**src/ssp_pkg.sv**
```systemverilog
// Package with register map, field positions and timing constants
`default_nettype none
package ssp_pkg;

  // Register indices as printed; byte address is base plus four times index
  localparam logic [11:0] IDX_CORE_INT  = 12'h007;
  localparam logic [11:0] IDX_IRQ_FLAGS = 12'h010;
  localparam logic [11:0] IDX_IRQ_ENS   = 12'h011;
  localparam logic [11:0] IDX_CTRL_ONE  = 12'h011;
  localparam logic [11:0] IDX_STATUS    = 12'h013;
  localparam logic [11:0] IDX_DATA_BUF  = 12'h014;

  // Bank windows and the pin setup register
  localparam logic [11:0] BANK4_BASE    = 12'h100;
  localparam logic [11:0] BANK6_BASE    = 12'h000;
  localparam logic [11:0] ADDR_IRQ_FLAGS = BANK4_BASE + (IDX_IRQ_FLAGS << 2);
  localparam logic [11:0] ADDR_IRQ_ENS   = BANK4_BASE + (IDX_IRQ_ENS << 2);
  localparam logic [11:0] ADDR_CTRL_ONE  = BANK6_BASE + (IDX_CTRL_ONE << 2);
  localparam logic [11:0] ADDR_STATUS    = BANK6_BASE + (IDX_STATUS << 2);
  localparam logic [11:0] ADDR_DATA_BUF  = BANK6_BASE + (IDX_DATA_BUF << 2);
  localparam logic [11:0] ADDR_PIN_SETUP = 12'h200;

  // Control one fields
  localparam int CTRL_WRITE_COLLISION = 7;
  localparam int CTRL_OVF  = 6;
  localparam int CTRL_EN   = 5;
  localparam int CTRL_CKP  = 4;
  localparam int MODE_HI   = 3;
  localparam int MODE_LO   = 0;

  // Status, flag, enable and pin setup fields
  localparam int STAT_SMP  = 7;
  localparam int STAT_CKE  = 6;
  localparam int STAT_BF   = 0;
  localparam int FLAG_PORT = 7;
  localparam int ENA_PORT  = 7;
  localparam int PIN_SDO_IN = 0;
  localparam int PIN_SCK_IN = 1;
  localparam int PIN_SEL_LATCH = 2;

  // Reset values
  localparam logic [7:0] CTRL_RST  = 8'h00;
  localparam logic [7:0] FLAGS_RST = 8'h02;
  localparam logic [7:0] ENS_RST   = 8'h00;
  localparam logic [2:0] PIN_RST   = 3'h7;

  // Mode field encodings
  localparam logic [3:0] MODE_MST_DIV4  = 4'h0;
  localparam logic [3:0] MODE_MST_DIV16 = 4'h1;
  localparam logic [3:0] MODE_MST_DIV64 = 4'h2;
  localparam logic [3:0] MODE_MST_TMR2  = 4'h3;
  localparam logic [3:0] MODE_SLV_SEL   = 4'h4;
  localparam logic [3:0] MODE_SLV_FREE  = 4'h5;

  // Bit clock divisions of the core clock, as full periods, and their half periods
  localparam int DIV_FOSC4  = 4;
  localparam int DIV_FOSC16 = 16;
  localparam int DIV_FOSC64 = 64;
  localparam logic [5:0] HALF_DIV4  = 6'(DIV_FOSC4 / 2);
  localparam logic [5:0] HALF_DIV16 = 6'(DIV_FOSC16 / 2);
  localparam logic [5:0] HALF_DIV64 = 6'(DIV_FOSC64 / 2);

  // Last bit index of an eight-bit word
  localparam logic [3:0] LAST_BIT = 4'h7;

  // Master sequencer, Gray coded along idle, lead half, trail half
  typedef enum logic [1:0] {
    ST_IDLE  = 2'b00,
    ST_LEAD  = 2'b01,
    ST_TRAIL = 2'b11
  } ssp_mst_e;

endpackage : ssp_pkg
`default_nettype wire

```
**src/ssp_sync2.sv**
```systemverilog
// Two flip-flop synchroniser for pin inputs
`timescale 1ns/1ps
`default_nettype none
module ssp_sync2 #(
  parameter int W = 1,
  parameter logic [W-1:0] RST = '0
) (
  input  wire logic         clk,
  input  wire logic         rst,
  input  wire logic [W-1:0] d,
  output var  logic [W-1:0] q
);

  logic [W-1:0] meta_r;

  // First stage feeds only the second stage
  always_ff @(posedge clk) begin
    if (rst) begin
      meta_r <= RST;
      q      <= RST;
    end else begin
      meta_r <= d;
      q      <= meta_r;
    end
  end

endmodule : ssp_sync2
`default_nettype wire

```
**src/ssp_spi_top.sv**
```systemverilog
// SPI mode of the synchronous serial port with APB register access
//
// How it works
// - Shift register reachable only through data buffer
// - Port works only while enable bit set
// - Opposite pin direction overrides serial function
// - Shift out one edge, capture the other, except master with edge select and sample phase set
// - Master owns clock, may start any time
// - Master buffer write starts eight-bit exchange
// - Master with output as input keeps receiving
// - Master rate: div4, div16, div64, timer/2
// - Most significant bit first
// - Edge select one: data valid before first edge
// - Slave shifts on external clock, flags byte
// - Select gating only in select-controlled slave mode
// - Select low enables shifting and output drive
// - Select high releases output at once
// - Port reset clears bit counter
// - Output pin as input never transmits
// - Master freezes during sleep, then resumes
// - Slave shifts during sleep, flag wakes
// - Device reset disables port, aborts transfer
// - Mode field picks master rate or slave
// - Polarity bit sets clock idle level
// - Buffer write mid-transfer ignored, collision flag
// - Finished byte to buffer except on slave overrun; full and flag set
//
// The APB interface to the registers is this design's own decision.
`timescale 1ns/1ps
`default_nettype none
module ssp_spi_top (
  input  wire logic        REF_CLK,
  input  wire logic        SRST,
  input  wire logic        PSEL,
  input  wire logic        PENABLE,
  input  wire logic        PWRITE,
  input  wire logic [11:0] PADDR,
  input  wire logic [31:0] PWDATA,
  output var  logic [31:0] PRDATA,
  output var  logic        PREADY,
  output var  logic        PSLVERR,
  input  wire logic        SCK_IN,
  input  wire logic        SERIAL_DATA_IN,
  input  wire logic        SS_N,
  input  wire logic        SLEEP,
  input  wire logic        TMR2_TICK,
  output var  logic        SCK_OUT,
  output var  logic        SCK_OE,
  output var  logic        SDO_OUT,
  output var  logic        SDO_OE,
  output var  logic        WAKE
);

  typedef struct packed {
    logic [7:0]       ctrl;
    logic             input_sample_phase;
    logic             cke;
    logic             bf;
    logic [7:0]       flags;
    logic [7:0]       ens;
    logic [2:0]       pins;
    logic [7:0]       rxbuf;
    logic [7:0]       sr;
    logic [3:0]       bitcnt;
    logic [5:0]       half_cnt;
    ssp_pkg::ssp_mst_e st;
    logic             sck_prev;
    logic             sck_out;
    logic             sck_oe;
    logic             sdo_out;
    logic             sdo_oe;
    logic             pready;
    logic             pslverr;
    logic             wake;
    logic [31:0]      prdata;
  } ssp_state_s;

  localparam ssp_state_s RST_STATE = '{
    ctrl:     ssp_pkg::CTRL_RST,
    input_sample_phase:      1'b0,
    cke:      1'b0,
    bf:       1'b0,
    flags:    ssp_pkg::FLAGS_RST,
    ens:      ssp_pkg::ENS_RST,
    pins:     ssp_pkg::PIN_RST,
    rxbuf:    8'h00,
    sr:       8'h00,
    bitcnt:   4'h0,
    half_cnt: 6'h00,
    st:       ssp_pkg::ST_IDLE,
    sck_prev: 1'b0,
    sck_out:  1'b0,
    sck_oe:   1'b0,
    sdo_out:  1'b0,
    sdo_oe:   1'b0,
    pready:   1'b0,
    pslverr:  1'b0,
    wake:     1'b0,
    prdata:   32'h0000_0000
  };

  ssp_state_s s_r;
  ssp_state_s s_nxt;
  logic       sck_s;
  logic       sdi_s;
  logic       ss_n_s;

  // Pin inputs cross into the core clock domain
  ssp_sync2 #(
    .W   (3),
    .RST (3'h4)
  ) u_sync (
    .clk (REF_CLK),
    .rst (SRST),
    .d   ({SS_N, SERIAL_DATA_IN, SCK_IN}),
    .q   ({ss_n_s, sdi_s, sck_s})
  );

  // Mode decode: master encodings
  function automatic logic is_master(input logic [3:0] m);
    is_master = (m == ssp_pkg::MODE_MST_DIV4) ||
                (m == ssp_pkg::MODE_MST_DIV16) ||
                (m == ssp_pkg::MODE_MST_DIV64) ||
                (m == ssp_pkg::MODE_MST_TMR2);
  endfunction : is_master

  // Mode decode: slave encodings
  function automatic logic is_slave(input logic [3:0] m);
    is_slave = (m == ssp_pkg::MODE_SLV_SEL) ||
               (m == ssp_pkg::MODE_SLV_FREE);
  endfunction : is_slave

  // Half period of the master bit clock in core cycles
  function automatic logic [5:0] half_of(input logic [3:0] m);
    if (m == ssp_pkg::MODE_MST_DIV16) begin
      half_of = ssp_pkg::HALF_DIV16;
    end else if (m == ssp_pkg::MODE_MST_DIV64) begin
      half_of = ssp_pkg::HALF_DIV64;
    end else begin
      half_of = ssp_pkg::HALF_DIV4;
    end
  endfunction : half_of

  // Next state of the whole block
  always_comb begin
    logic [3:0] mode;
    logic       en;
    logic       clock_idle_polarity;
    logic       mst;
    logic       slv;
    logic       sel_mode;
    logic       gated;
    logic       setup;
    logic       acc_wr;
    logic       acc_rd;
    logic       buf_wr;
    logic       busy;
    logic       tick;
    logic       sample;
    logic       done;
    logic       cont;
    logic       lead_edge;
    logic       trail_edge;
    logic       hit;
    logic [7:0] rd_val;
    logic [7:0] sr_n;

    s_nxt      = s_r;
    mode       = s_r.ctrl[ssp_pkg::MODE_HI:ssp_pkg::MODE_LO];
    en         = s_r.ctrl[ssp_pkg::CTRL_EN];
    clock_idle_polarity        = s_r.ctrl[ssp_pkg::CTRL_CKP];
    mst        = en && is_master(mode);
    slv        = en && is_slave(mode);
    sel_mode   = slv && (mode == ssp_pkg::MODE_SLV_SEL);
    gated      = sel_mode && ss_n_s;
    setup      = PSEL && PENABLE && !s_r.pready;
    acc_wr     = PSEL && PENABLE && s_r.pready && PWRITE;
    acc_rd     = PSEL && PENABLE && s_r.pready && !PWRITE;
    buf_wr     = acc_wr && (PADDR == ssp_pkg::ADDR_DATA_BUF);
    busy       = mst ? (s_r.st != ssp_pkg::ST_IDLE) : (s_r.bitcnt != 4'h0);
    cont       = mst && s_r.pins[ssp_pkg::PIN_SDO_IN];
    done       = 1'b0;
    sample     = 1'b0;
    sr_n       = s_r.sr;
    lead_edge  = (sck_s != s_r.sck_prev) && (sck_s != clock_idle_polarity);
    trail_edge = (sck_s != s_r.sck_prev) && (sck_s == clock_idle_polarity);
    if (mode == ssp_pkg::MODE_MST_TMR2) begin
      tick = TMR2_TICK;
    end else begin
      tick = (s_r.half_cnt == half_of(mode) - 6'h01);
    end
    s_nxt.sck_prev = sck_s;

    // Register read mux; the shift register has no address of its own
    hit    = 1'b1;
    rd_val = 8'h00;
    if (PADDR == ssp_pkg::ADDR_CTRL_ONE) begin
      rd_val = s_r.ctrl;
    end else if (PADDR == ssp_pkg::ADDR_STATUS) begin
      rd_val[ssp_pkg::STAT_SMP] = s_r.input_sample_phase;
      rd_val[ssp_pkg::STAT_CKE] = s_r.cke;
      rd_val[ssp_pkg::STAT_BF]  = s_r.bf;
    end else if (PADDR == ssp_pkg::ADDR_DATA_BUF) begin
      rd_val = s_r.rxbuf;
    end else if (PADDR == ssp_pkg::ADDR_IRQ_FLAGS) begin
      rd_val = s_r.flags;
    end else if (PADDR == ssp_pkg::ADDR_IRQ_ENS) begin
      rd_val = s_r.ens;
    end else if (PADDR == ssp_pkg::ADDR_PIN_SETUP) begin
      rd_val = {5'h00, s_r.pins};
    end else begin
      hit = 1'b0;
    end

    // APB answer one cycle into the access phase
    s_nxt.pready  = setup;
    s_nxt.pslverr = setup && !hit;
    s_nxt.prdata  = (setup && !PWRITE) ? {24'h00_0000, rd_val} : 32'h0000_0000;

    // Register writes and read side effects
    if (acc_wr && PADDR == ssp_pkg::ADDR_CTRL_ONE) begin
      s_nxt.ctrl = PWDATA[7:0];
    end else if (acc_wr && PADDR == ssp_pkg::ADDR_STATUS) begin
      s_nxt.input_sample_phase = PWDATA[ssp_pkg::STAT_SMP];
      s_nxt.cke = PWDATA[ssp_pkg::STAT_CKE];
    end else if (acc_wr && PADDR == ssp_pkg::ADDR_IRQ_FLAGS) begin
      s_nxt.flags = PWDATA[7:0];
    end else if (acc_wr && PADDR == ssp_pkg::ADDR_IRQ_ENS) begin
      s_nxt.ens = PWDATA[7:0];
    end else if (acc_wr && PADDR == ssp_pkg::ADDR_PIN_SETUP) begin
      s_nxt.pins = PWDATA[2:0];
    end
    if (acc_rd && PADDR == ssp_pkg::ADDR_DATA_BUF) begin
      s_nxt.bf = 1'b0;
    end

    // Buffer write: load the shift register or flag a collision
    if (buf_wr && en) begin
      if (busy || cont) begin
        s_nxt.ctrl[ssp_pkg::CTRL_WRITE_COLLISION] = 1'b1;
      end else begin
        s_nxt.sr = PWDATA[7:0];
        sr_n     = PWDATA[7:0];
        if (s_r.cke) begin
          s_nxt.sdo_out = PWDATA[7];
        end
        if (mst) begin
          s_nxt.st       = ssp_pkg::ST_LEAD;
          s_nxt.half_cnt = 6'h00;
          s_nxt.bitcnt   = 4'h0;
        end
      end
    end

    // Master sequencer, frozen while asleep
    if (mst && s_r.st == ssp_pkg::ST_IDLE && cont) begin
      s_nxt.st       = ssp_pkg::ST_LEAD;
      s_nxt.half_cnt = 6'h00;
      s_nxt.bitcnt   = 4'h0;
    end else if (mst && s_r.st != ssp_pkg::ST_IDLE && !SLEEP) begin
      s_nxt.half_cnt = tick ? 6'h00 : s_r.half_cnt + 6'h01;
      if (tick) begin
        case (s_r.st)
          ssp_pkg::ST_LEAD: begin
            s_nxt.sck_out = !clock_idle_polarity;
            s_nxt.st      = ssp_pkg::ST_TRAIL;
            if (s_r.cke && !s_r.input_sample_phase) begin
              s_nxt.sr = {s_r.sr[6:0], sdi_s};
            end else if (!s_r.cke) begin
              s_nxt.sdo_out = s_r.sr[7];
            end
          end
          ssp_pkg::ST_TRAIL: begin
            s_nxt.sck_out = clock_idle_polarity;
            sample        = !s_r.cke || s_r.input_sample_phase;
            sr_n          = sample ? {s_r.sr[6:0], sdi_s} : s_r.sr;
            s_nxt.sr      = sr_n;
            if (s_r.cke) begin
              s_nxt.sdo_out = sr_n[7];
            end
            s_nxt.bitcnt = s_r.bitcnt + 4'h1;
            s_nxt.st     = ssp_pkg::ST_LEAD;
            if (s_r.bitcnt == ssp_pkg::LAST_BIT) begin
              done         = 1'b1;
              s_nxt.bitcnt = 4'h0;
              s_nxt.st     = cont ? ssp_pkg::ST_LEAD : ssp_pkg::ST_IDLE;
            end
          end
          default: begin
            s_nxt.st = ssp_pkg::ST_IDLE;
          end
        endcase
      end
    end

    // Slave shifter on synchronised clock edges, also during sleep
    if (slv && gated) begin
      s_nxt.bitcnt = 4'h0;
    end else if (slv) begin
      s_nxt.sck_out = clock_idle_polarity;
      if ((lead_edge && s_r.cke) || (trail_edge && !s_r.cke)) begin
        sr_n         = {s_r.sr[6:0], sdi_s};
        s_nxt.sr     = sr_n;
        s_nxt.bitcnt = s_r.bitcnt + 4'h1;
        if (s_r.bitcnt == ssp_pkg::LAST_BIT) begin
          done         = 1'b1;
          s_nxt.bitcnt = 4'h0;
        end
      end else if (lead_edge || trail_edge) begin
        s_nxt.sdo_out = s_r.sr[7];
      end
    end

    // Completed byte: buffer, full flag and port flag
    if (done) begin
      if (slv && s_r.bf) begin
        s_nxt.ctrl[ssp_pkg::CTRL_OVF] = 1'b1;           // byte lost
      end else begin
        s_nxt.rxbuf = sr_n;
        s_nxt.bf    = 1'b1;
      end
      s_nxt.flags[ssp_pkg::FLAG_PORT] = 1'b1;
    end

    // Port disabled: sequencer and counter forced idle
    if (!en) begin
      s_nxt.st       = ssp_pkg::ST_IDLE;
      s_nxt.bitcnt   = 4'h0;
      s_nxt.half_cnt = 6'h00;
    end
    if (!mst || s_r.st == ssp_pkg::ST_IDLE) begin
      if (!slv) begin
        s_nxt.sck_out = clock_idle_polarity;
      end
    end

    // Pin drive, with direction bits overriding the port
    s_nxt.sck_oe = mst && !s_r.pins[ssp_pkg::PIN_SCK_IN];
    s_nxt.sdo_oe = (mst || slv) && !gated &&
                   !s_r.pins[ssp_pkg::PIN_SDO_IN];
    s_nxt.wake   = s_r.flags[ssp_pkg::FLAG_PORT] &&
                   s_r.ens[ssp_pkg::ENA_PORT];
  end

  // State register; synchronous reset disables the port
  always_ff @(posedge REF_CLK) begin
    if (SRST) begin
      s_r <= RST_STATE;
    end else begin
      s_r <= s_nxt;
    end
  end

  // Outputs straight from the state register
  assign PRDATA  = s_r.prdata;
  assign PREADY  = s_r.pready;
  assign PSLVERR = s_r.pslverr;
  assign SCK_OUT = s_r.sck_out;
  assign SCK_OE  = s_r.sck_oe;
  assign SDO_OUT = s_r.sdo_out;
  assign SDO_OE  = s_r.sdo_oe;
  assign WAKE    = s_r.wake;

endmodule : ssp_spi_top
`default_nettype wire

```
**config.mk**
```make
export PLATFORM = sky130hd
export DESIGN_NAME = ssp_spi_top
export DESIGN_NICKNAME = d
export VERILOG_FILES = /design/src/ssp_pkg.sv /design/src/ssp_sync2.sv /design/src/ssp_spi_top.sv
export SDC_FILE = /design/constraint.sdc
export NUM_CORES = 1
export LEC_CHECK = 0
export BUFFER_PORTS_ARGS = -buffer_cell sky130_fd_sc_hd__buf_2
export CAP_MARGIN = 20
export CORE_MARGIN = 2
export CORE_UTILIZATION = 59
export CTS_CLUSTER_DIAMETER = 200
export CTS_CLUSTER_SIZE = 16
export DETAILED_ROUTE_END_ITERATION = 16
export MAX_ROUTING_LAYER = met4
export PLACE_DENSITY = 0.83
export SLEW_MARGIN = 20
export SYNTH_ARGS = -nofsm -noshare
export SYNTH_HDL_FRONTEND = slang
export SYNTH_SLANG_ARGS = --single-unit
```
**constraint.sdc**
```tcl
create_clock -name REF_CLK -period 3.9 [get_ports REF_CLK]
set_clock_uncertainty 0.15 [all_clocks]
set_input_delay 0.39 -clock REF_CLK [delete_from_list [all_inputs] [get_ports REF_CLK]]
set_output_delay 0.39 -clock REF_CLK [all_outputs]
set_load 0.03 [all_outputs]
```
==> results.py <==
metrics = {
    "worst_setup_path": {
        "critPathArrivalTime_ns": 3.13,
        "path_cells": "or3b_1, nor4_4, nand3_2, a21oi_1, a22o_1, a221o_1",
        "startpoint_type": "register",
        "r2r-end": "s_r[55]",
        "crit_start": "s_r[95]",
        "worstPathMaxFanout": 8,
        "crit_required_ns": 4.05,
        "cp_slowest_cell": "or3b_1",
        "endpoint_kind": "register",
        "r2r_start": "s_r[95]",
        "cp_slowest_stage_delay_ns": 0.57,
        "r2r_cells": 6,
        "crit_type": "reg -> reg",
        "r2r_setup_slack_ns": 0.93,
    },
    "die": {
        "die_w_um": 89.24,
        "ios": 93,
        "start_util": 0.6006,
        "num_rows": 31,
        "core_um2": 7137,
        "die_area_um2": 7963,
        "die_h_um": 89.24,
    },
    "final_layout": {
        "drive_gt1_frac": 0.1392,
        "stdcell_area_um2": 4568,
        "stdcell_count": 652,
        "filler_cell_count": 616,
        "antenna_cells": 0,
        "finalNetCount": 605,
        "area.growth.synth_to_final_pct": 6.567,
        "final_util": 0.6401,
    },
    "clock_network": {
        "h-tree-depth": 3,
        "path_clk_slew_ns": 0.08,
        "cts_buffer_depth": 2,
        "cts_tree": "yes",
        "cts_resized": 0,
        "ctsHoldBuffers": 0,
        "numCtsBuffers": 9,
        "clock-sinks": 80,
        "post_cts_buffers": 0,
        "cts_root_buf": "clkbuf_8",
        "clk_latency_ns": 0.36,
    },
    "hold_path": {
        "worstHoldStart": "SS_N",
        "hold_path_class": "in -> reg",
        "min_path_cells": 2,
        "whs_endpoint": "u_sync.meta_r[2]",
    },
    "sta": {
        "fin_hold_ws_ns": 0.06751,
        "setup_viol": 0,
        "grt_setup_unrepaired": "false",
        "fin_crit_ns": 2.974,
        "slew_headroom": 0.4312,
        "fmax_mhz": 336.3,
        "hold_viol_final": 0,
        "period_share": 0.7626,
        "fin_ws_ns": 0.9260,
        "setup_tns_ns": 0,
        "worst_pin_slew_ns": 0.8533,
        "slew_violations": 0,
    },
    "global_route": {
        "overflow": 0,
        "grt_pass1_vias": 3646,
        "grt_antenna_before_repair": 0,
        "grt_pass1_wl_um": 17440,
        "grt_max_degree": 45,
        "grt_util_all_layers": 0.2916,
    },
    "placed_design": {
        "gp_congestion": 0.9472,
        "place_hpwl_um": 7654,
        "dp_slack_ns": 0.9512,
        "io_buffers": 44,
        "placed_cells": 636,
        "placed_area_um2": 4379,
    },
    "yosys": {
        "synth_ff_type": "dfxtp_1",
        "netlist_area_um2": 4287,
        "async_flop_share": 0,
        "yosys_warnings": 0,
        "synth_cell_types": 67,
        "ys_ff_latch": 80,
        "syn_avg_cell_area_um2": 8.149,
        "yosysSeqAreaShare": 0.3736,
        "synth_edf_count": 0,
        "synthCells": 526,
    },
    "detailed_routing": {
        "routed_wl_um": 10890,
        "first_pass_iters": 5,
        "wl_per_cell_um": 16.70,
        "vias_per_cell": 6.212,
        "vias": 4050,
        "drt_iter0_markers": 374,
        "drcViolationCount": 0,
        "postRouteAntennaNets": 0,
    },
    "outcome": {
        "status": "completed",
    },
    "power_and_ir_drop": {
        "leakage_nw": 1.645,
        "peakVddDrop_uv": 195.3,
        "p_total_mw": 1.512,
        "powerDensity_nw_per_um2": 330.9,
    },
    "run": {
        "maxCapViolations": 0,
    },
}
flip-flops by register name, indices dropped and copies added (netlist names):
register and cells:
PREADY 1, PRDATA 8, PSLVERR 1, WAKE 1, u_sync.meta_r 3, u_sync.q 3
SDO_OUT 1, SCK_OUT 1, SDO_OE 1, SCK_OE 1, s_r 59
per-layer routing:
layer,global-route usage,routed length [um]
met1,0.3740,4595
met2,0.4471,5101
met3,0.05078,901
met4,0.1370,291
met5,-,0
kinds of logic after synthesis:
logic type / share of synthesized area
and+or+nand+nor: 0.2443
AOI/OAI and AO/OA: 0.2157
DFF: 0.3736
muxes: 0.06159
other: 0.0008748
xor gates and xnor gates: 0.004087
buffers and inverters: 0.09107
adders and majority gates: 0.008758
area by class of cell:
cell class | instances | area, um2 | area share
flip-flops and latches | 80 | 1602 | 0.3506
repair buffers | 47 | 242.7 | 0.05314
inverters | 8 | 30.03 | 0.006574
clock buffers | 11 | 131.4 | 0.02876
multi-input cells | 402 | 2381 | 0.5212
well taps | 99 | 123.9 | 0.02712
clock inverters | 5 | 57.56 | 0.01260
cell usage in the layout (no fill, tap or decap), types with 3 or more instances in the layout:
cell and instances:
nor2_1 37, a22oi_1 7, clkbuf_8 9, buf_4 3, inv_1 7, conb_1 24, buf_2 44, mux2_2 3
a211oi_1 5, or2_2 4, a31oi_1 11, and2_1 4, nor3_1 10, nand2b_1 7, o2111ai_1 3, mux2i_1 23
nand3_1 37, o21ai_0 21, a21oi_1 47, dfxtp_1 80, a221oi_1 12, nor2b_1 15, nand4_1 4, ha_1 3
nand2_1 67, o21a_1 3, a221o_1 4
cells in the mapped netlist (3+ instances only):
master      n  area (um2)
a211oi_1    5       37.54
a21oi_1    47       235.2
a221o_1     4       40.04
a221oi_1   12       105.1
a22oi_1     7       52.55
a31oi_1    11       68.82
and2_1      4       25.02
buf_2       3       15.01
buf_4      32       240.2
clkbuf_1   21       78.83
dfxtp_1    80        1602
ha_1        3       37.54
inv_1       7       26.28
mux2_2      3       33.78
mux2i_1    23       230.2
nand2_1    67       251.5
nand2b_1    7       43.79
nand3_1    37       185.2
nand4_1     4       25.02
nor2_1     37       138.9
nor2b_1    15       93.84
nor3_1     10       50.05
o2111ai_1   3       26.28
o21a_1      3       22.52
o21ai_0    21       105.1
or2_2       4       25.02
worst max-delay path: cells and delay by family, from the launching register on:
family / cells / cell delay [ns]
DFF: 1 / 0.49
AOI/OAI and AO/OA: 3 / 1.05
and+or+nand+nor: 3 / 1.22
worst max-delay path by stage:
stage,to,depth (start not counted)
finish,s_r[55],6
global route,s_r[54],6
CTS,s_r[56],6
detailed placement,s_r[97],7
global placement,s_r[97],7
floorplan,s_r[51],8
power breakdown:
| group | internal, mW | switching (mW) | total (mW) |
|---|---|---|---|
| logic | 0.0197 | 0.0666 | 0.0863 |
| registers | 0.820 | 0.00185 | 0.822 |
| clock network | 0.297 | 0.307 | 0.604 |
No activity file was read; power rests on OpenSTA's default activity.
